## src/shared/bst_pkg.sv

```systemverilog
// Constants and types for the boundary-scan test operations block.
// What this block does
// - Sample scans boundary register, device stays normal.
// - High-impedance floats all pins, core keeps running.
// - Bypass register captures zero at Capture-DR.
// - Clamp drives pins and core from cells.
// - Run test executes control-register operation in idle.
// - Boundary reads leave boundary register unchanged.
// - Self test captures inverse of cell values.
// - Toggle outputs inverts output cells each idle clock.
// - Control scan capture leaves control register unchanged.
// - Control bits 1..0 select the test operation; bit 2 selects counting in combined mode.
// - Control cells excluded; enable cells still gate.
// - Operations need exactly one direction enabled.
// - Control bits 10..3 mask inputs 8..1.
// - Masked input never affects the signature.
// - Sample/toggle captures inputs, toggles outputs.
// - Pattern mode steps 16-bit pseudo-random sequence.
// - All-zero seed keeps pattern generator stuck.
// - 16-bit signature compresses inputs, outputs held.
// - Combined mode: 8-bit signature plus 8-bit pattern.
// - Unsupported instruction codes act as bypass.
// - Control register is 11 bits, resets to signature.
// - Eight-bit even-parity instruction codes.
`default_nettype none
package bst_pkg;
  // Instruction codes, bit 7 keeps even parity.
  localparam logic [7:0] IR_EXTEST_A      = 8'h00;
  localparam logic [7:0] IR_SAMPLE        = 8'h82;
  localparam logic [7:0] IR_EXTEST_B      = 8'h03;
  localparam logic [7:0] IR_HIGHZ         = 8'h06;
  localparam logic [7:0] IR_CLAMP         = 8'h87;
  localparam logic [7:0] IR_RUN_TEST      = 8'h09;
  localparam logic [7:0] IR_READ_NORMAL   = 8'h0a;
  localparam logic [7:0] IR_READ_TEST     = 8'h8b;
  localparam logic [7:0] IR_CELL_SELF     = 8'h0c;
  localparam logic [7:0] IR_TOGGLE_OUT    = 8'h8d;
  localparam logic [7:0] IR_CTRL_NORMAL   = 8'h8e;
  localparam logic [7:0] IR_CTRL_TEST     = 8'h0f;
  localparam logic [7:0] IR_CAPTURE_VAL   = 8'h81;
  localparam logic [7:0] IR_RESET_VAL     = 8'h81;
  // Boundary-control register layout and reset value.
  localparam logic [10:0] BCR_RESET       = 11'h002;
  localparam int          BCR_MASK_LO     = 3;
  localparam int          BCR_COUNT_BIT   = 2;
  localparam logic [1:0]  OP_SAMPLE_TOG   = 2'h0;
  localparam logic [1:0]  OP_PATTERN      = 2'h1;
  localparam logic [1:0]  OP_SIGNATURE    = 2'h2;
  localparam logic [1:0]  OP_COMBINED     = 2'h3;
  // Boundary register layout.
  localparam int          BSR_A_TO_B_OUTPUT_ENABLE_N        = 37;
  localparam int          BSR_B_TO_A_OUTPUT_ENABLE_N        = 36;
  localparam int          BSR_CTRL_LO     = 32;
  localparam int          BSR_AI_LO       = 24;
  localparam int          BSR_AO_LO       = 16;
  localparam int          BSR_BI_LO       = 8;
  localparam int          BSR_BO_LO       = 0;
  // Feedback taps per direction.
  localparam logic [15:0] TAP16_AB        = 16'h002d;
  localparam logic [15:0] TAP16_BA        = 16'h1021;
  localparam logic [7:0]  TAP8_AB         = 8'h1d;
  localparam logic [7:0]  TAP8_BA         = 8'h2b;

  typedef enum logic [3:0] {
    TAP_RESET, TAP_IDLE, TAP_SEL_DR, TAP_CAP_DR, TAP_SHIFT_DR, TAP_EXIT1_DR,
    TAP_PAUSE_DR, TAP_EXIT2_DR, TAP_UPD_DR, TAP_SEL_IR, TAP_CAP_IR,
    TAP_SHIFT_IR, TAP_EXIT1_IR, TAP_PAUSE_IR, TAP_EXIT2_IR, TAP_UPD_IR
  } bst_tap_e;
endpackage : bst_pkg
`default_nettype wire

```

## src/design/bst_scan_ops.sv

```systemverilog
// Boundary-scan instruction and run-test operation logic of the transceiver.
`default_nettype none
module bst_scan_ops (
  input  wire logic        clock_i,
  input  wire logic        arst_n_i,
  input  wire logic        tck_i,
  input  wire logic        tms_i,
  input  wire logic        tdi_i,
  output logic             tdo_o,
  output logic             tdo_oe_o,
  input  wire logic [5:0]  ctrl_pin_i,
  input  wire logic [7:0]  a_pin_i,
  input  wire logic [7:0]  b_pin_i,
  input  wire logic [7:0]  core_a_i,
  input  wire logic [7:0]  core_b_i,
  output logic [7:0]       a_out_o,
  output logic             a_oe_o,
  output logic [7:0]       b_out_o,
  output logic             b_oe_o,
  output logic [21:0]      to_core_o
);
  import bst_pkg::*;

  typedef struct packed {
    logic [2:0]  tck_s;
    logic [1:0]  tms_s;
    logic [1:0]  tdi_s;
    logic [21:0] pin_s1;
    logic [21:0] pin_s2;
    bst_tap_e    tap;
    logic [7:0]  ir_sh;
    logic [7:0]  ir;
    logic        bypass;
    logic [37:0] boundary_register;
    logic [37:0] shadow;
    logic [10:0] boundary_control;
    logic        tdo;
    logic        tdo_oe;
    logic [7:0]  a_out;
    logic        a_oe;
    logic [7:0]  b_out;
    logic        b_oe;
    logic [21:0] to_core;
  } bst_state_s;

  bst_state_s st;
  bst_state_s next_st;

  ////////////////////////////////////////////////////////////////////////////
  // Helpers.

  // Galois shift step; an all-zero value stays zero.
  function automatic logic [15:0] lfsr16(input logic [15:0] x, input logic [15:0] t);
    lfsr16 = {x[14:0], 1'b0} ^ (x[15] ? t : 16'h0000);
  endfunction : lfsr16

  function automatic logic [7:0] lfsr8(input logic [7:0] x, input logic [7:0] t);
    lfsr8 = {x[6:0], 1'b0} ^ (x[7] ? t : 8'h00);
  endfunction : lfsr8

  // TAP state sequencing on a test clock rising edge.
  function automatic bst_tap_e tap_next(input bst_tap_e s, input logic m);
    case (s)
      TAP_RESET:    tap_next = m ? TAP_RESET : TAP_IDLE;
      TAP_IDLE:     tap_next = m ? TAP_SEL_DR : TAP_IDLE;
      TAP_SEL_DR:   tap_next = m ? TAP_SEL_IR : TAP_CAP_DR;
      TAP_CAP_DR:   tap_next = m ? TAP_EXIT1_DR : TAP_SHIFT_DR;
      TAP_SHIFT_DR: tap_next = m ? TAP_EXIT1_DR : TAP_SHIFT_DR;
      TAP_EXIT1_DR: tap_next = m ? TAP_UPD_DR : TAP_PAUSE_DR;
      TAP_PAUSE_DR: tap_next = m ? TAP_EXIT2_DR : TAP_PAUSE_DR;
      TAP_EXIT2_DR: tap_next = m ? TAP_UPD_DR : TAP_SHIFT_DR;
      TAP_UPD_DR:   tap_next = m ? TAP_SEL_DR : TAP_IDLE;
      TAP_SEL_IR:   tap_next = m ? TAP_RESET : TAP_CAP_IR;
      TAP_CAP_IR:   tap_next = m ? TAP_EXIT1_IR : TAP_SHIFT_IR;
      TAP_SHIFT_IR: tap_next = m ? TAP_EXIT1_IR : TAP_SHIFT_IR;
      TAP_EXIT1_IR: tap_next = m ? TAP_UPD_IR : TAP_PAUSE_IR;
      TAP_PAUSE_IR: tap_next = m ? TAP_EXIT2_IR : TAP_PAUSE_IR;
      TAP_EXIT2_IR: tap_next = m ? TAP_UPD_IR : TAP_SHIFT_IR;
      TAP_UPD_IR:   tap_next = m ? TAP_SEL_DR : TAP_IDLE;
      default:      tap_next = TAP_RESET;
    endcase
  endfunction : tap_next

  ////////////////////////////////////////////////////////////////////////////
  // Decode.

  logic        tck_rise;
  logic        tck_fall;
  logic        tms;
  logic        tdi;
  logic [21:0] pins;
  logic        sel_bsr;
  logic        sel_bcr;
  logic        test_mode;
  logic        is_read;
  logic        one_dir;
  logic        a_to_b;
  logic        run_step;
  logic [7:0]  in_pins;
  logic [7:0]  mask;
  logic [7:0]  cur_in;
  logic [7:0]  cur_out;
  logic [7:0]  new_in;
  logic [7:0]  new_out;
  logic [15:0] tap16;
  logic [7:0]  tap8;

  // Edges of the synchronised test clock and synchronised pins.
  assign tck_rise = st.tck_s[1] & ~st.tck_s[2];
  assign tck_fall = ~st.tck_s[1] & st.tck_s[2];
  assign tms      = st.tms_s[1];
  assign tdi      = st.tdi_s[1];
  assign pins     = st.pin_s2;

  // Data register selection; any other code falls to bypass.
  assign sel_bsr = st.ir inside {IR_EXTEST_A, IR_EXTEST_B, IR_SAMPLE, IR_READ_NORMAL,
                                 IR_READ_TEST, IR_CELL_SELF};
  assign sel_bcr = st.ir inside {IR_CTRL_NORMAL, IR_CTRL_TEST};
  assign is_read = st.ir inside {IR_READ_NORMAL, IR_READ_TEST};
  assign test_mode = st.ir inside {IR_EXTEST_A, IR_EXTEST_B, IR_CLAMP, IR_RUN_TEST,
                                   IR_READ_TEST, IR_TOGGLE_OUT, IR_CTRL_TEST};

  // Direction from the two output-enable cells, active low.
  assign one_dir = st.shadow[BSR_A_TO_B_OUTPUT_ENABLE_N] ^ st.shadow[BSR_B_TO_A_OUTPUT_ENABLE_N];
  assign a_to_b  = ~st.shadow[BSR_A_TO_B_OUTPUT_ENABLE_N];
  assign run_step = tck_rise && st.tap == TAP_IDLE && one_dir &&
                    (st.ir == IR_RUN_TEST || st.ir == IR_TOGGLE_OUT);

  // Selected cells exclude the control cells.
  assign in_pins = a_to_b ? pins[15:8] : pins[7:0];
  assign cur_in  = a_to_b ? st.boundary_register[BSR_AI_LO +: 8] : st.boundary_register[BSR_BI_LO +: 8];
  assign cur_out = a_to_b ? st.boundary_register[BSR_BO_LO +: 8] : st.boundary_register[BSR_AO_LO +: 8];
  assign mask    = st.boundary_control[BCR_MASK_LO +: 8];
  assign tap16   = a_to_b ? TAP16_AB : TAP16_BA;
  assign tap8    = a_to_b ? TAP8_AB : TAP8_BA;

  // One step of the selected operation on the selected cells.
  always_comb begin
    new_in  = cur_in;
    new_out = ~cur_out;
    if (st.ir == IR_RUN_TEST) begin
      case (st.boundary_control[1:0])
        OP_SAMPLE_TOG: begin
          new_in  = in_pins;
          new_out = ~cur_out;
        end
        OP_PATTERN: begin
          {new_in, new_out} = lfsr16({cur_in, cur_out}, tap16);
        end
        OP_SIGNATURE: begin
          // Masked inputs are cleared before they are folded in.
          {new_in, new_out} = lfsr16({cur_in, cur_out}, tap16) ^
                              {in_pins & ~mask, 8'h00};
        end
        OP_COMBINED: begin
          new_in  = lfsr8(cur_in, tap8) ^ (in_pins & ~mask);
          new_out = st.boundary_control[BCR_COUNT_BIT] ? cur_out + 8'h01 : lfsr8(cur_out, tap8);
        end
        default: begin
          new_in  = cur_in;
          new_out = cur_out;
        end
      endcase
    end
  end

  ////////////////////////////////////////////////////////////////////////////
  // State update.

  // Fills the next state from test clock edges and decoded instruction.
  always_comb begin
    next_st        = st;
    next_st.tck_s  = {st.tck_s[1:0], tck_i};
    next_st.tms_s  = {st.tms_s[0], tms_i};
    next_st.tdi_s  = {st.tdi_s[0], tdi_i};
    next_st.pin_s1 = {ctrl_pin_i, a_pin_i, b_pin_i};
    next_st.pin_s2 = st.pin_s1;
    if (tck_rise) begin
      next_st.tap = tap_next(st.tap, tms);
      case (st.tap)
        TAP_CAP_IR: begin
          next_st.ir_sh = IR_CAPTURE_VAL;
        end
        TAP_SHIFT_IR: begin
          next_st.ir_sh = {tdi, st.ir_sh[7:1]};
        end
        TAP_CAP_DR: begin
          next_st.bypass = 1'b0;
          if (st.ir == IR_CELL_SELF) begin
            next_st.boundary_register = ~st.shadow;
          end else if (sel_bsr && !is_read) begin
            next_st.boundary_register = {pins[21:8], core_a_i, pins[7:0], core_b_i};
          end
        end
        TAP_SHIFT_DR: begin
          next_st.bypass = tdi;
          if (sel_bsr) begin
            next_st.boundary_register = {tdi, st.boundary_register[37:1]};
          end else if (sel_bcr) begin
            next_st.boundary_control = {tdi, st.boundary_control[10:1]};
          end
        end
        TAP_IDLE: begin
          if (run_step) begin
            if (a_to_b) begin
              next_st.boundary_register[BSR_AI_LO +: 8] = new_in;
              next_st.boundary_register[BSR_BO_LO +: 8] = new_out;
            end else begin
              next_st.boundary_register[BSR_BI_LO +: 8] = new_in;
              next_st.boundary_register[BSR_AO_LO +: 8] = new_out;
            end
          end
        end
        default: begin
          next_st.bypass = st.bypass;
        end
      endcase
    end
    if (tck_fall) begin
      next_st.tdo_oe = st.tap == TAP_SHIFT_IR || st.tap == TAP_SHIFT_DR;
      next_st.tdo    = st.tap == TAP_SHIFT_IR ? st.ir_sh[0] :
                       sel_bsr ? st.boundary_register[0] : sel_bcr ? st.boundary_control[0] : st.bypass;
      if (st.tap == TAP_UPD_IR) begin
        next_st.ir = st.ir_sh;
      end
      if (st.tap == TAP_UPD_DR && sel_bsr) begin
        next_st.shadow = st.boundary_register;
      end
      // Shadow latches follow the stepped cells on the falling edge, output latches only outside signature.
      if (st.tap == TAP_IDLE && one_dir && (st.ir == IR_RUN_TEST || st.ir == IR_TOGGLE_OUT)) begin
        if (st.ir == IR_RUN_TEST) begin
          next_st.shadow[BSR_AI_LO +: 8] = st.boundary_register[BSR_AI_LO +: 8];
          next_st.shadow[BSR_BI_LO +: 8] = st.boundary_register[BSR_BI_LO +: 8];
        end
        if (st.ir == IR_TOGGLE_OUT || st.boundary_control[1:0] != OP_SIGNATURE) begin
          next_st.shadow[BSR_BO_LO +: 8] = st.boundary_register[BSR_BO_LO +: 8];
          next_st.shadow[BSR_AO_LO +: 8] = st.boundary_register[BSR_AO_LO +: 8];
        end
      end
    end
    if (st.tap == TAP_RESET) begin
      next_st.ir  = IR_RESET_VAL;
      next_st.boundary_control = BCR_RESET;
    end
    // Pin and core drive: cells in test mode, normal path otherwise.
    if (test_mode) begin
      next_st.a_out   = st.shadow[BSR_AO_LO +: 8];
      next_st.b_out   = st.shadow[BSR_BO_LO +: 8];
      next_st.a_oe    = ~st.shadow[BSR_B_TO_A_OUTPUT_ENABLE_N];
      next_st.b_oe    = ~st.shadow[BSR_A_TO_B_OUTPUT_ENABLE_N];
      next_st.to_core = {st.shadow[BSR_CTRL_LO +: 6], st.shadow[BSR_AI_LO +: 8], st.shadow[BSR_BI_LO +: 8]};
    end else begin
      next_st.a_out   = core_a_i;
      next_st.b_out   = core_b_i;
      next_st.a_oe    = ~pins[20] && st.ir != IR_HIGHZ;
      next_st.b_oe    = ~pins[21] && st.ir != IR_HIGHZ;
      next_st.to_core = pins;
    end
  end

  // Registers the whole state.
  always_ff @(posedge clock_i or negedge arst_n_i) begin
    if (!arst_n_i) begin
      st        <= '0;
      st.tap    <= TAP_RESET;
      st.ir     <= IR_RESET_VAL;
      st.ir_sh  <= IR_CAPTURE_VAL;
      st.boundary_control    <= BCR_RESET;
      st.shadow <= 38'h3000000000;
    end else begin
      st <= next_st;
    end
  end

  assign tdo_o     = st.tdo;
  assign tdo_oe_o  = st.tdo_oe;
  assign a_out_o   = st.a_out;
  assign a_oe_o    = st.a_oe;
  assign b_out_o   = st.b_out;
  assign b_oe_o    = st.b_oe;
  assign to_core_o = st.to_core;
endmodule : bst_scan_ops
`default_nettype wire

```

## config.mk

```make
export PLATFORM = sky130hd
export DESIGN_NAME = bst_scan_ops
export DESIGN_NICKNAME = d
export VERILOG_FILES = /design/src/shared/bst_pkg.sv /design/src/design/bst_scan_ops.sv
export SDC_FILE = /design/constraint.sdc
export NUM_CORES = 1
export LEC_CHECK = 0
export BUFFER_PORTS_ARGS = -buffer_cell sky130_fd_sc_hd__buf_2
export CAP_MARGIN = 20
export CELL_PAD_IN_SITES_DETAIL_PLACEMENT = 1
export CELL_PAD_IN_SITES_GLOBAL_PLACEMENT = 1
export CORE_UTILIZATION = 40
export DETAILED_ROUTE_END_ITERATION = 10
export PLACE_DENSITY = 0.78
export SLEW_MARGIN = 25
export SYNTH_ARGS = -nofsm -noshare
export SYNTH_HDL_FRONTEND = slang
export SYNTH_SLANG_ARGS = --single-unit
```

## constraint.sdc

```tcl
create_clock -name clock_i -period 3.4 [get_ports clock_i]
set_clock_uncertainty 0.2 [all_clocks]
set_input_delay 0.68 -clock clock_i [delete_from_list [all_inputs] [get_ports clock_i]]
set_output_delay 0.68 -clock clock_i [all_outputs]
set_load 0.01 [all_outputs]
```

Word level (Yosys, flattened, before mapping)

Cells that the tools add are included.

Register bits after elaboration: 201
Bits of input ports: 43
Output and inout port bits: 42
Word-level logic and storage cells: 171

Add/subtract/negate cells: 1
Equality and inequality tests: 36
Mux-type cells: 55
Bitwise operators: 18
Reduce and logical (&&, ||, !) cells: 39

Operators by type and width:

| cell                                                                   | count |
|---|---|
| 8-bit two-way mux                                                      | 15 |
| 38-bit two-way mux                                                     | 3 |
| 32-bit two-way mux                                                     | 3 |
| 32-bit case mux with 3 select lines                                    | 1 |
| 8-bit case mux with 4 select lines                                     | 2 |
| 11-bit two-way mux                                                     | 5 |
| 4-bit case mux with 12 select lines                                    | 1 |
| 8-bit equality test (second input constant)                            | 5 |
| 40-bit two-way mux                                                     | 1 |
| 38-bit NOT                                                             | 1 |
| 4-bit equality test (second input constant)                            | 8 |
| 8-bit by 4-bit equality test with 1-bit output (second input constant) | 4 |
| 13-bit two-way mux                                                     | 2 |
| 6-bit two-way mux                                                      | 3 |
| 2-bit nonzero test                                                     | 9 |
| 4-bit by 3-bit equality test with 1-bit output (second input constant) | 4 |
| 16-bit two-way mux                                                     | 1 |
| 4-bit two-way mux                                                      | 4 |
| 8-bit NOT                                                              | 2 |
| 8-bit case mux with 2 select lines                                     | 1 |
| 16-bit by 13-bit bitwise XOR with 16-bit output                        | 1 |
| 16-bit bitwise XOR                                                     | 1 |
| 8-bit by 6-bit bitwise XOR with 8-bit output                           | 2 |
| 6-bit case mux with 2 select lines                                     | 1 |
| other kinds (33)                                                       | 69 |

Logic depth before layout (Yosys ltp)

Gate-level depths: netlist of the first run.

Word-level depth: 9
Depth in mapped cells: 11
Depth with buffers taken out: 9

Worst setup path after synthesis of the first run

Ideal clock, no wire load.

Path kind: reg2reg
Start: register st[90] (netlist name)
End: register st[93] (netlist name)
Setup time: 0.065 ns
Data arrival time: 2.792 ns
Data required time: 3.135 ns
Setup slack: 0.344 ns
Stages on the path, launching flop included: 11
Buffers on the path: 3
Clock period less this slack: 3.056 ns
Cells stage by stage: dfstp_2 -> buf_2 -> buf_2 -> buf_1 -> mux2_2 -> ha_1 -> or4_1 -> o22ai_1 -> nor2_1 -> o311ai_1 -> mux2_4

Longest elaborated chain between the ends: 9
Elaborated cells on any way between the ends: 23
Classes of those cells: add/sub (1); eq/ne (2); mux (12); bitwise (5); reduce/logical (3)

RTL lines:

| what                                                                                           | RTL line            | RTL |
|---|---|---|
| from (decl)                                                                                    | bst_scan_ops.sv:46  | `bst_state_s st;` |
| from (signal assigned)                                                                         | bst_scan_ops.sv:271 | `st <= next_st;` |
| parallel branches: the longest is 9 deep, another holds 8-bit by 1-bit adder with 8-bit output | -                   |  |

Parallel ways; which one is timed is not known. The select of a mux whose other input is x is not followed.
A chain may end at the register's enable or synchronous reset.

Worst setup path after layout of the first run

Start: register st[90] (netlist name)
End: register st[95] (netlist name)

Longest elaborated chain between the ends: 9
Elaborated cells on any way between the ends: 22
Classes of those cells: add/sub (1); eq/ne (2); mux (11); bitwise (5); reduce/logical (3)

RTL lines:

| what |
|---|
| parallel branches: the longest is 9 deep, another holds 8-bit by 1-bit adder with 8-bit output |

Parallel ways; which one is timed is not known. The select of a mux whose other input is x is not followed.

==> impl_metrics.env, run 1 <==
export IMPL_status="finished clean"
export IMPL_ant_nets=0
export IMPL_slew_viol_final=0
export IMPL_viasPerCell=5.775
export IMPL_synth_edf_count=0
export IMPL_rsz0062_at_grt="false"
export IMPL_p_leak_nw=5.103
export IMPL_critical_path_class="reg2reg"
export IMPL_io_pins=85
export IMPL_globalRouteTotalUtil=0.2221
export IMPL_antenna_found_initial=0
export IMPL_multi_input_area_mm2=0.004741
export IMPL_cts_root_buf="clkbuf_16"
export IMPL_yosysMostFrequentCell="dfrtp_1"
export IMPL_finalSetupViolations=0
export IMPL_vias=7975
export IMPL_min_period_ps=2931
export IMPL_gr_total_overflow=0
export IMPL_worstSkewPairLatency_ps=540
export IMPL_grt_pass1_vias=8307
export IMPL_ys_seq_area_frac=0.4799
export IMPL_start_util=0.4122
export IMPL_clock_sinks=201
export IMPL_rows=58
export IMPL_clk_path_buf_depth=3
export IMPL_post_cts_resized=0
export IMPL_clk_pin_slew_ps=70
export IMPL_syn_avg_cell_area_um2=10.44
export IMPL_synth_cells=1006
export IMPL_dieArea_mm2=0.02690
export IMPL_worst_pin_slew_ps=762.3
export IMPL_setup_slack_ps=469.2
export IMPL_synth_warnings=0
export IMPL_buffer_ports_inserted=84
export IMPL_cts_setup_buffers=0
export IMPL_synthTopCellsByCount="dfrtp_1 (194), nand2_1 (96), o21ai_0 (75)"
export IMPL_fin_nets=1083
export IMPL_post_synth_top_area_cell="dfrtp_1"
export IMPL_place_ws_ps=498.6
export IMPL_first_pass_iters=5
export IMPL_worstPathRequired_ps=3630
export IMPL_synth_cell_types=81
export IMPL_slew_headroom=0.4906
export IMPL_synth_top_area_share=0.4624
export IMPL_cts_made_buffers=23
export IMPL_max_freq_mhz=341.2
export IMPL_coreArea_mm2=0.02547
export IMPL_cp_arrival_ps=3160
export IMPL_fillers=2809
export IMPL_layout_drive_gt1_share=0.2712
export IMPL_period_share=0.8620
export IMPL_antenna_cells=0
export IMPL_setup_tns_ps=0
export IMPL_end_kind="flip-flop"
export IMPL_hpwl_mm=20.25
export IMPL_cts_hold_buffers_added=1
export IMPL_grt_pass1_wl_mm=46.57
export IMPL_drt_initial_drc_count=479
export IMPL_drt_wl_total_mm=29.15
export IMPL_hold_path_class="in2reg"
export IMPL_gp_congestion=0.9001
export IMPL_synthesis_nets=1054
export IMPL_synth_ff_type="dfrtp_1"
export IMPL_die_w_um=164.0
export IMPL_grt_start_max_net_pins=77
export IMPL_power_density_mw_per_mm2=657.5
export IMPL_cts_tree="done"
export IMPL_syn_area_mm2=0.01050
export IMPL_critPathLaunchType="flip-flop"
export IMPL_area_growth_pct=11.91
export IMPL_async_reset_ff_frac=1.000
export IMPL_ir_worst_vdd_uv=396.5
export IMPL_seqCellArea_mm2=0.005039
export IMPL_drc=0
export IMPL_dieHeight_um=164.0
export IMPL_wl_per_cell_um=21.10
export IMPL_path_max_fanout=22
export IMPL_synth_seq_cells=201
export IMPL_h_tree_depth=1
export IMPL_synth_area_leaders="dfrtp_1 (46%), mux2_2 (7.8%), o21ai_0 (3.6%), nand2_1 (3.4%), mux2i_1 (3.1%)"
export IMPL_maxCapViolCount=0
export IMPL_hold_viol_final=0
metal layers:
metal,track usage,wire (um)
met5,0,0
met4,0.07576,936
met2,0.3794,14310
met3,0.03106,1428
met1,0.2880,12470
state kept, by name, summed over array words and instances (netlist names), 8 cells and up:
| signal | cells |
|---|---|
| st | 103 |
| mask | 8 |
| to_core_o | 22 |
| pins | 22 |
| b_out_o | 8 |
| next_st | 26 |
| a_out_o | 8 |
worst max-delay path, cell delays in order (launching register included):
cell and delay, ps:
dfstp_2 790, mux2_2 410, ha_1 250, nand4_1 190, nand2_1 80, o32a_1 340, o21ai_0 250, a221oi_1 130
o21ai_0 190
placed cells by master, fill, tap and decap left out, types with 5 or more instances in the layout:
cell	instances
a21oi_1	50
dfstp_2	7
nand4b_1	5
buf_4	32
nand2_1	96
a31oi_1	17
a211oi_1	7
a22oi_1	10
nor2_1	62
dfrtp_1	194
nand4_1	6
nand3b_1	6
nand3_1	19
xor2_1	9
a221oi_1	20
o211ai_1	11
buf_2	83
mux2i_1	32
o31ai_1	6
xnor2_1	11
clkinv_2	6
inv_1	15
nor3_1	8
clkbuf_8	6
nor2b_1	16
ha_1	5
mux2_4	21
nand2b_1	9
a221oi_2	5
clkbuf_16	23
and3_1	6
mux2_2	73
o21ai_0	75
per-stage QoR:
step                      utilization  hold slack [ps]  std cells  area, um^2  total power [mW]
after detailed placement       0.4321            135.8       1339       11010             5.331
after global placement         0.4321            132.2       1339       11010             5.250
after global routing           0.4612            31.81       1381       11750             8.107
final                          0.4612            47.78       1381       11750             7.725
after CTS                      0.4612            32.34       1381       11750             7.754
after floorplan                     -            131.2       1006       10500             4.559
logic make-up after synthesis:
logic type	count (synthesis)	synth area share
AO/OA/AOI/OAI	247	0.1565
XOR/XNOR	20	0.01668
adder cells (fa/ha/maj)	5	0.005959
buffers and inverters	134	0.07174
flip-flops	201	0.4799
multiplexers	127	0.1410
AND/OR/NAND/NOR	272	0.1282
area by class of cell:
class	instances	area share
flip-flops and latches	201	0.4289
multi-input cells	671	0.4035
repair buffers	121	0.06464
clock buffers	30	0.05548
well taps	330	0.03514
clock inverters	11	0.006922
inverters	17	0.005431
final timing paths:
check / from / endpoint / slack, ps / cells past startpoint
max: st[90] / st[95] / 470 / 8
max reg2reg: st[90] / st[95] / 470 / 8
min reg2reg: next_st[155] / pins[5] / 150 / 0
min: b_pin_i[1] / next_st[151] / 50 / 1
min in group asynchronous: arst_n_i / st[80] / 500 / 2
max in group asynchronous: arst_n_i / next_st[161] / 1670 / 3
report_power, final:
group          internal (mW)  switching, mW  total [mW]
registers               2.71          0.561        3.27
logic                  0.858           1.20        2.06
clock network           1.36           1.03        2.39
total                   4.93           2.79        7.72
(Power assumes the default switching activity.)
==> run 2, diff against run 1 <==
clock period = 2.85 ns   (was 3.4 ns; I/O delays follow)
==> run 2 against run 1 <==
Effect of this change:
- die area unchanged
- non-clock buffer count is 50 higher
- register-to-register slack got worse by 370 ps
- sequential power up 19%
- maximum frequency increased by 6.4%
- cell area increased by 5.0%
- via count grew 2.4%
- cell count rose by 3.7%
- clock power rose by 29%
- setup slack got worse by 370 ps
- largest cell class unchanged
==> impl_metrics.env, run 2 (synthesized netlist as in run 1, its figures left out) <==
export IMPL_p_sw_mw=3.411
export IMPL_min_period_ps=2754
export IMPL_layout_drive_gt1_share=0.2822
export IMPL_worstHoldStart="core_a_i[6]"
export IMPL_dieArea_mm2=0.02690
export IMPL_h_tree_depth=1
export IMPL_most_common_layout_cells="dfrtp_1 (194), nand2_1 (96), buf_2 (83)"
export IMPL_ir_worst_vdd_uv=569.2
export IMPL_period_share=0.9662
export IMPL_seqPwrFrac=0.405
export IMPL_maxCapViolCount=0
export IMPL_die_w_um=164.0
export IMPL_antenna_found_initial=0
export IMPL_grt_pass1_wl_mm=48.82
export IMPL_viasPerCell=5.703
export IMPL_cts_root_buf="clkbuf_16"
export IMPL_path_buf_inv=1
export IMPL_wl_per_cell_um=21.22
export IMPL_grt_pass1_vias=8784
export IMPL_total_power_mw=9.607
export IMPL_vias=8167
export IMPL_start_util=0.4122
export IMPL_worstPathRequired_ps=3050
export IMPL_dieHeight_um=164.0
export IMPL_globalRouteTotalUtil=0.2335
export IMPL_worstSkewPairLatency_ps=530
export IMPL_antenna_cells=0
export IMPL_buffer_ports_inserted=84
export IMPL_switching_share=0.3551
export IMPL_slew_headroom=0.5177
export IMPL_hold_path_class="in2reg"
export IMPL_p_int_mw=6.195
export IMPL_cp_slowest_stage_delay_ps=740
export IMPL_status="finished clean"
export IMPL_gp_congestion=0.9277
export IMPL_slowest_stage="or4_1"
export IMPL_max_freq_mhz=363.2
export IMPL_ant_nets=0
export IMPL_drc=0
export IMPL_first_pass_iters=4
export IMPL_setup_tns_ps=0
export IMPL_pwr_share_clk=0.322
export IMPL_fin_cells=1432
export IMPL_largest_register="st"
export IMPL_cts_tree="done"
export IMPL_clk_path_buf_depth=3
export IMPL_power_density_mw_per_mm2=779.0
export IMPL_worst_pin_slew_ps=722.7
export IMPL_rsz0062_at_grt="false"
export IMPL_gr_total_overflow=0
export IMPL_hold_viol_final=0
export IMPL_dp_cells=1363
export IMPL_fin_nets=1133
export IMPL_slew_viol_final=0
export IMPL_p_leak_nw=5.371
export IMPL_area_growth_pct=17.46
export IMPL_io_pins=85
export IMPL_cp_startpoint="st[43]"
export IMPL_pwr_share_comb=0.273
export IMPL_cts_made_buffers=23
export IMPL_critPathLaunchType="flip-flop"
export IMPL_path_max_fanout=6
export IMPL_crit_path_cell_trace="inv_1, ha_1, or4_1, a21oi_1, o22ai_2, a221oi_2, o21ai_1"
export IMPL_clk_pin_slew_ps=70
export IMPL_critical_path_class="reg2reg"
export IMPL_largest_reg_flops=103
export IMPL_drt_wl_total_mm=30.39
export IMPL_finalSetupViolations=0
export IMPL_regToRegStartpoint="st[43]"
export IMPL_clock_sinks=201
export IMPL_drt_initial_drc_count=518
export IMPL_end_kind="flip-flop"
export IMPL_hpwl_mm=20.67
export IMPL_coreArea_mm2=0.02547
export IMPL_crit_family="compound AO/OA/AOI/OAI gates"
export IMPL_final_common_cell="dfrtp_1"
export IMPL_rows=58
export IMPL_cp_arrival_ps=2950
export IMPL_grt_start_max_net_pins=77
run 2: cell count changes in the layout (fill, tap and decap cells not counted), sizes merged:
cell,change
clkbuf,+3
bufinv,+2
dlygate4sd3,+25
clkinv,-3
clkinvlp,-1
buf,+25
run 2: routing by layer:
layer  up-vias  wire length, um  share of wire  GRT usage
met5         -                0              0          0
met4         0              796          0.026    0.07155
met3        60             1052          0.035    0.02854
met2       177            15060           0.50     0.4033
met1      4193            13480           0.44     0.3049
li1       3737                -              -          -
run 2: layout make-up:
class	instances	area, um^2
Timing Repair Buffer	171	1272
Inverter	17	63.81
Tap cell	330	412.9
Sequential cell	201	5039
Fill cell	2797	13140
Multi-Input combinational cell	671	4748
Clock buffer	33	673.1
Clock inverter	9	122.6
run 2: path summary, 6_finish.rpt:
path | end | slack [ps] | cells after the start
min in group asynchronous | st[117] | 390 | 2
hold reg to reg | pins[6] | 140 | 0
setup reg to reg | st[98] | 100 | 7
hold / removal | a_out_o[6] | 90 | 2
max in group asynchronous | pins[8] | 1280 | 4
setup / recovery | st[98] | 100 | 7
run 2: per-stage QoR:
| step | area, um^2 | hold WS [ps] | setup slack, ps | util |
|---|---|---|---|---|
| 2_1_floorplan | 10510 | 74.41 | 17.61 | - |
| 3_3_place_gp | 11260 | 131.6 | 175.3 | 0.4419 |
| 3_5_place_dp | 11260 | 135.6 | 158.8 | 0.4419 |
| 4_1_cts | 12310 | 77.94 | 140.1 | 0.4833 |
| 5_1_grt | 12330 | 82.71 | 18.10 | 0.4841 |
| 6_report | 12330 | 85.21 | 96.37 | 0.4841 |
run 2: repair_timing:
item / 4_1_cts / 5_1_grt
hold buffers: 26 / 0
resized for setup: 0 / 3
endpoints found under the setup margin: 0 / 3
hold endpoints to repair: 77 / 0
setup buffers: 0 / 1
run 2: power by group through the flow:
stage	clock network (mW)	logic [mW]	registers, mW
floorplan	0	1.91	3.53
global placement	0	2.48	3.89
detailed placement	0	2.56	3.91
CTS	3.14	2.61	3.86
global route	3.27	2.88	3.93
finish	3.09	2.62	3.89
==> run 3, diff against run 2 <==
ABC_AREA = 1   (was not set)
CORE_ASPECT_RATIO = 1.75   (was not set)
CORE_UTILIZATION = 45   (was 40)
PLACE_DENSITY = 0.9   (was 0.78)
==> run 3 against run 2 <==
Effect of this change:
- setup slack better by 55 ps
- area after synthesis shrank 0.83%
- core utilization rose by 4.0 points
- combinational power is 26% higher
- sequential cell count is the same
- total power is 0.54% lower
- sequential share of layout area rose by 1.4 points
==> impl_metrics.env, run 3 <==
export IMPL_end_kind="flip-flop"
export IMPL_dp_cells=1691
export IMPL_drc=0
export IMPL_async_reset_ff_frac=1.000
export IMPL_wl_per_cell_um=20.18
export IMPL_fin_area_mm2=0.01191
export IMPL_ant_nets=0
export IMPL_period_share=0.9468
export IMPL_gr_total_overflow=0
export IMPL_cp_endpoint="st[92]"
export IMPL_critical_path_class="reg2reg"
export IMPL_total_power_mw=9.555
export IMPL_buffer_ports_inserted=84
export IMPL_syn_avg_cell_area_um2=7.644
export IMPL_cts_made_buffers=19
export IMPL_max_freq_mhz=370.6
export IMPL_grt_pass1_wl_mm=56.89
export IMPL_fin_cells=1752
export IMPL_p_leak_nw=6.154
export IMPL_slew_headroom=0.3195
export IMPL_synth_top_area_share=0.4663
export IMPL_layout_drive_gt1_share=0.1661
export IMPL_grt_start_max_net_pins=58
export IMPL_rsz0062_at_grt="false"
export IMPL_place_ws_ps=201.7
export IMPL_final_common_cell="nand2_1"
export IMPL_antenna_found_initial=1
export IMPL_setup_slack_ps=151.7
export IMPL_die_w_um=117.0
export IMPL_synth_seq_cells=201
export IMPL_critPathLaunchType="flip-flop"
export IMPL_drt_initial_drc_count=560
export IMPL_gp_congestion=0.9344
export IMPL_clock_sinks=201
export IMPL_r2r_slack_ps=150
export IMPL_grt_pass1_vias=10840
export IMPL_yosysMostFrequentCell="nand2_1"
export IMPL_synth_cells=1362
export IMPL_min_period_ps=2698
export IMPL_worstPathRequired_ps=3000
export IMPL_worst_path_stages=10
export IMPL_crit_family="simple AND/OR/NAND/NOR gates"
export IMPL_hold_path_class="in2reg"
export IMPL_finalSetupViolations=0
export IMPL_crit_path_cell_trace="inv_2, nand2_1, nor2_2, inv_2, nor2_2, nand3_1, nand2_1, nand4_1, nor2_1, o21ai_0"
export IMPL_synth_area_leaders="dfrtp_1 (47%), nand2_1 (17%), inv_1 (4.1%), o21ai_0 (3.9%), buf_4 (3.5%)"
export IMPL_dieArea_mm2=0.02377
export IMPL_io_pins=85
export IMPL_synth_cell_types=43
export IMPL_syn_area_mm2=0.01041
export IMPL_post_synth_top_area_cell="dfrtp_1"
export IMPL_slew_viol_final=0
export IMPL_power_density_mw_per_mm2=802.1
export IMPL_area_growth_pct=14.41
export IMPL_synth_edf_count=0
export IMPL_first_pass_iters=5
export IMPL_cp_slowest_stage_delay_ps=780
export IMPL_clk_pin_slew_ps=70
export IMPL_cp_arrival_ps=2850
export IMPL_ir_worst_vdd_uv=572.9
export IMPL_hpwl_mm=24.57
export IMPL_start_util=0.4578
export IMPL_clk_path_buf_depth=3
export IMPL_largest_reg_flops=103
export IMPL_slowest_stage="nor2_1"
export IMPL_maxCapViolCount=0
export IMPL_path_buf_inv=2
export IMPL_r2r_cells=10
export IMPL_synth_warnings=0
export IMPL_worst_pin_slew_ps=1017
export IMPL_timing_rr_end="st[92]"
export IMPL_hold_viol_final=0
export IMPL_most_common_layout_cells="nand2_1 (459), dfrtp_1 (194), inv_1 (114)"
export IMPL_regToRegStartpoint="st[147]"
export IMPL_synthesis_nets=1410
export IMPL_cts_root_buf="clkbuf_16"
export IMPL_worstSkewPairLatency_ps=510
export IMPL_h_tree_depth=1
export IMPL_drt_wl_total_mm=35.35
export IMPL_rows=73
export IMPL_ys_seq_area_frac=0.4840
export IMPL_coreArea_mm2=0.02274
export IMPL_cts_tree="done"
export IMPL_cp_startpoint="st[147]"
export IMPL_fin_nets=1486
export IMPL_largest_register="st"
export IMPL_viasPerCell=5.530
export IMPL_synthTopCellsByCount="nand2_1 (460), dfrtp_1 (194), inv_1 (114)"
export IMPL_synth_ff_type="dfrtp_1"
export IMPL_dieHeight_um=203.2
export IMPL_vias=9688
export IMPL_globalRouteTotalUtil=0.3158
export IMPL_status="finished clean"
export IMPL_path_max_fanout=11
export IMPL_setup_tns_ps=0
export IMPL_placed_area_mm2=0.01098
==> run 3: per-stage QoR <==
step,hold WS [ps],util
after detailed placement,136.3,0.4830
after global placement,132.0,0.4830
after CTS,61.37,0.5229
after floorplan,74.41,-
final,71.36,0.5237
after global routing,86.93,0.5237
==> run 3: worst min-delay path by stage <==
| stage | start | end | slack [ps] | depth (start not counted) |
|---|---|---|---|---|
| after global placement | next_st[195] | st[195] | 130 | 0 |
| after detailed placement | next_st[150] | pins[0] | 140 | 0 |
| after global routing | core_b_i[1] | b_out_o[1] | 90 | 3 |
| final | core_a_i[4] | a_out_o[4] | 70 | 3 |
| after floorplan | arst_n_i | a_oe_o | 70 | 0 |
| after CTS | core_a_i[4] | a_out_o[4] | 60 | 3 |
==> run 3: cell type report <==
cell class	instances	area (um^2)
clock buffers	25	518.0
clock inverters	9	128.9
multi-input cells	905	4207
flip-flops and latches	201	5039
well taps	300	375.4
fillers	2812	10830
diodes	1	2.502
repair buffers	144	1015
inverters	167	626.9
==> run 3: cells by family (layout without fill, tap and decap cells) <==
family          Yosys count  after routing  synth area share
simple gates            635            635            0.2511
compound gates          264            264            0.1449
buf+inv                 256            345            0.1132
flops                   201            201            0.4840
fa+ha+maj                 5              5          0.006009
xor+xnor                  1              1         0.0008414
other cells               0              1                 0
==> run 3: report_power, final <==
part / internal (mW) / switching (mW) / leakage [nW]
combinational: 1.01 / 2.29 / 3.34
sequential: 3.17 / 0.359 / 2.50
clock: 1.56 / 1.16 / 0.312
==> run 3: repair_timing <==
action | CTS | global route
resized for setup | 0 | 4
setup buffers | 0 | 0
endpoints found under the setup margin | 0 | 15
hold buffers | 26 | 0
hold endpoints to repair | 60 | 0
==> run 3: tightest hold or removal path, delay by kind of cell <==
kind	cells	cell delay (ps)
simple gates	2	90
buf+inv	1	90
==> run 3: metal layers <==
layer	wire length, um	track usage	vias to the layer above
li1	-	-	4435
met5	0	0	-
met2	18490	0.5607	349
met4	2800	0.2278	0
met1	12560	0.3342	4736
met3	1502	0.04368	168
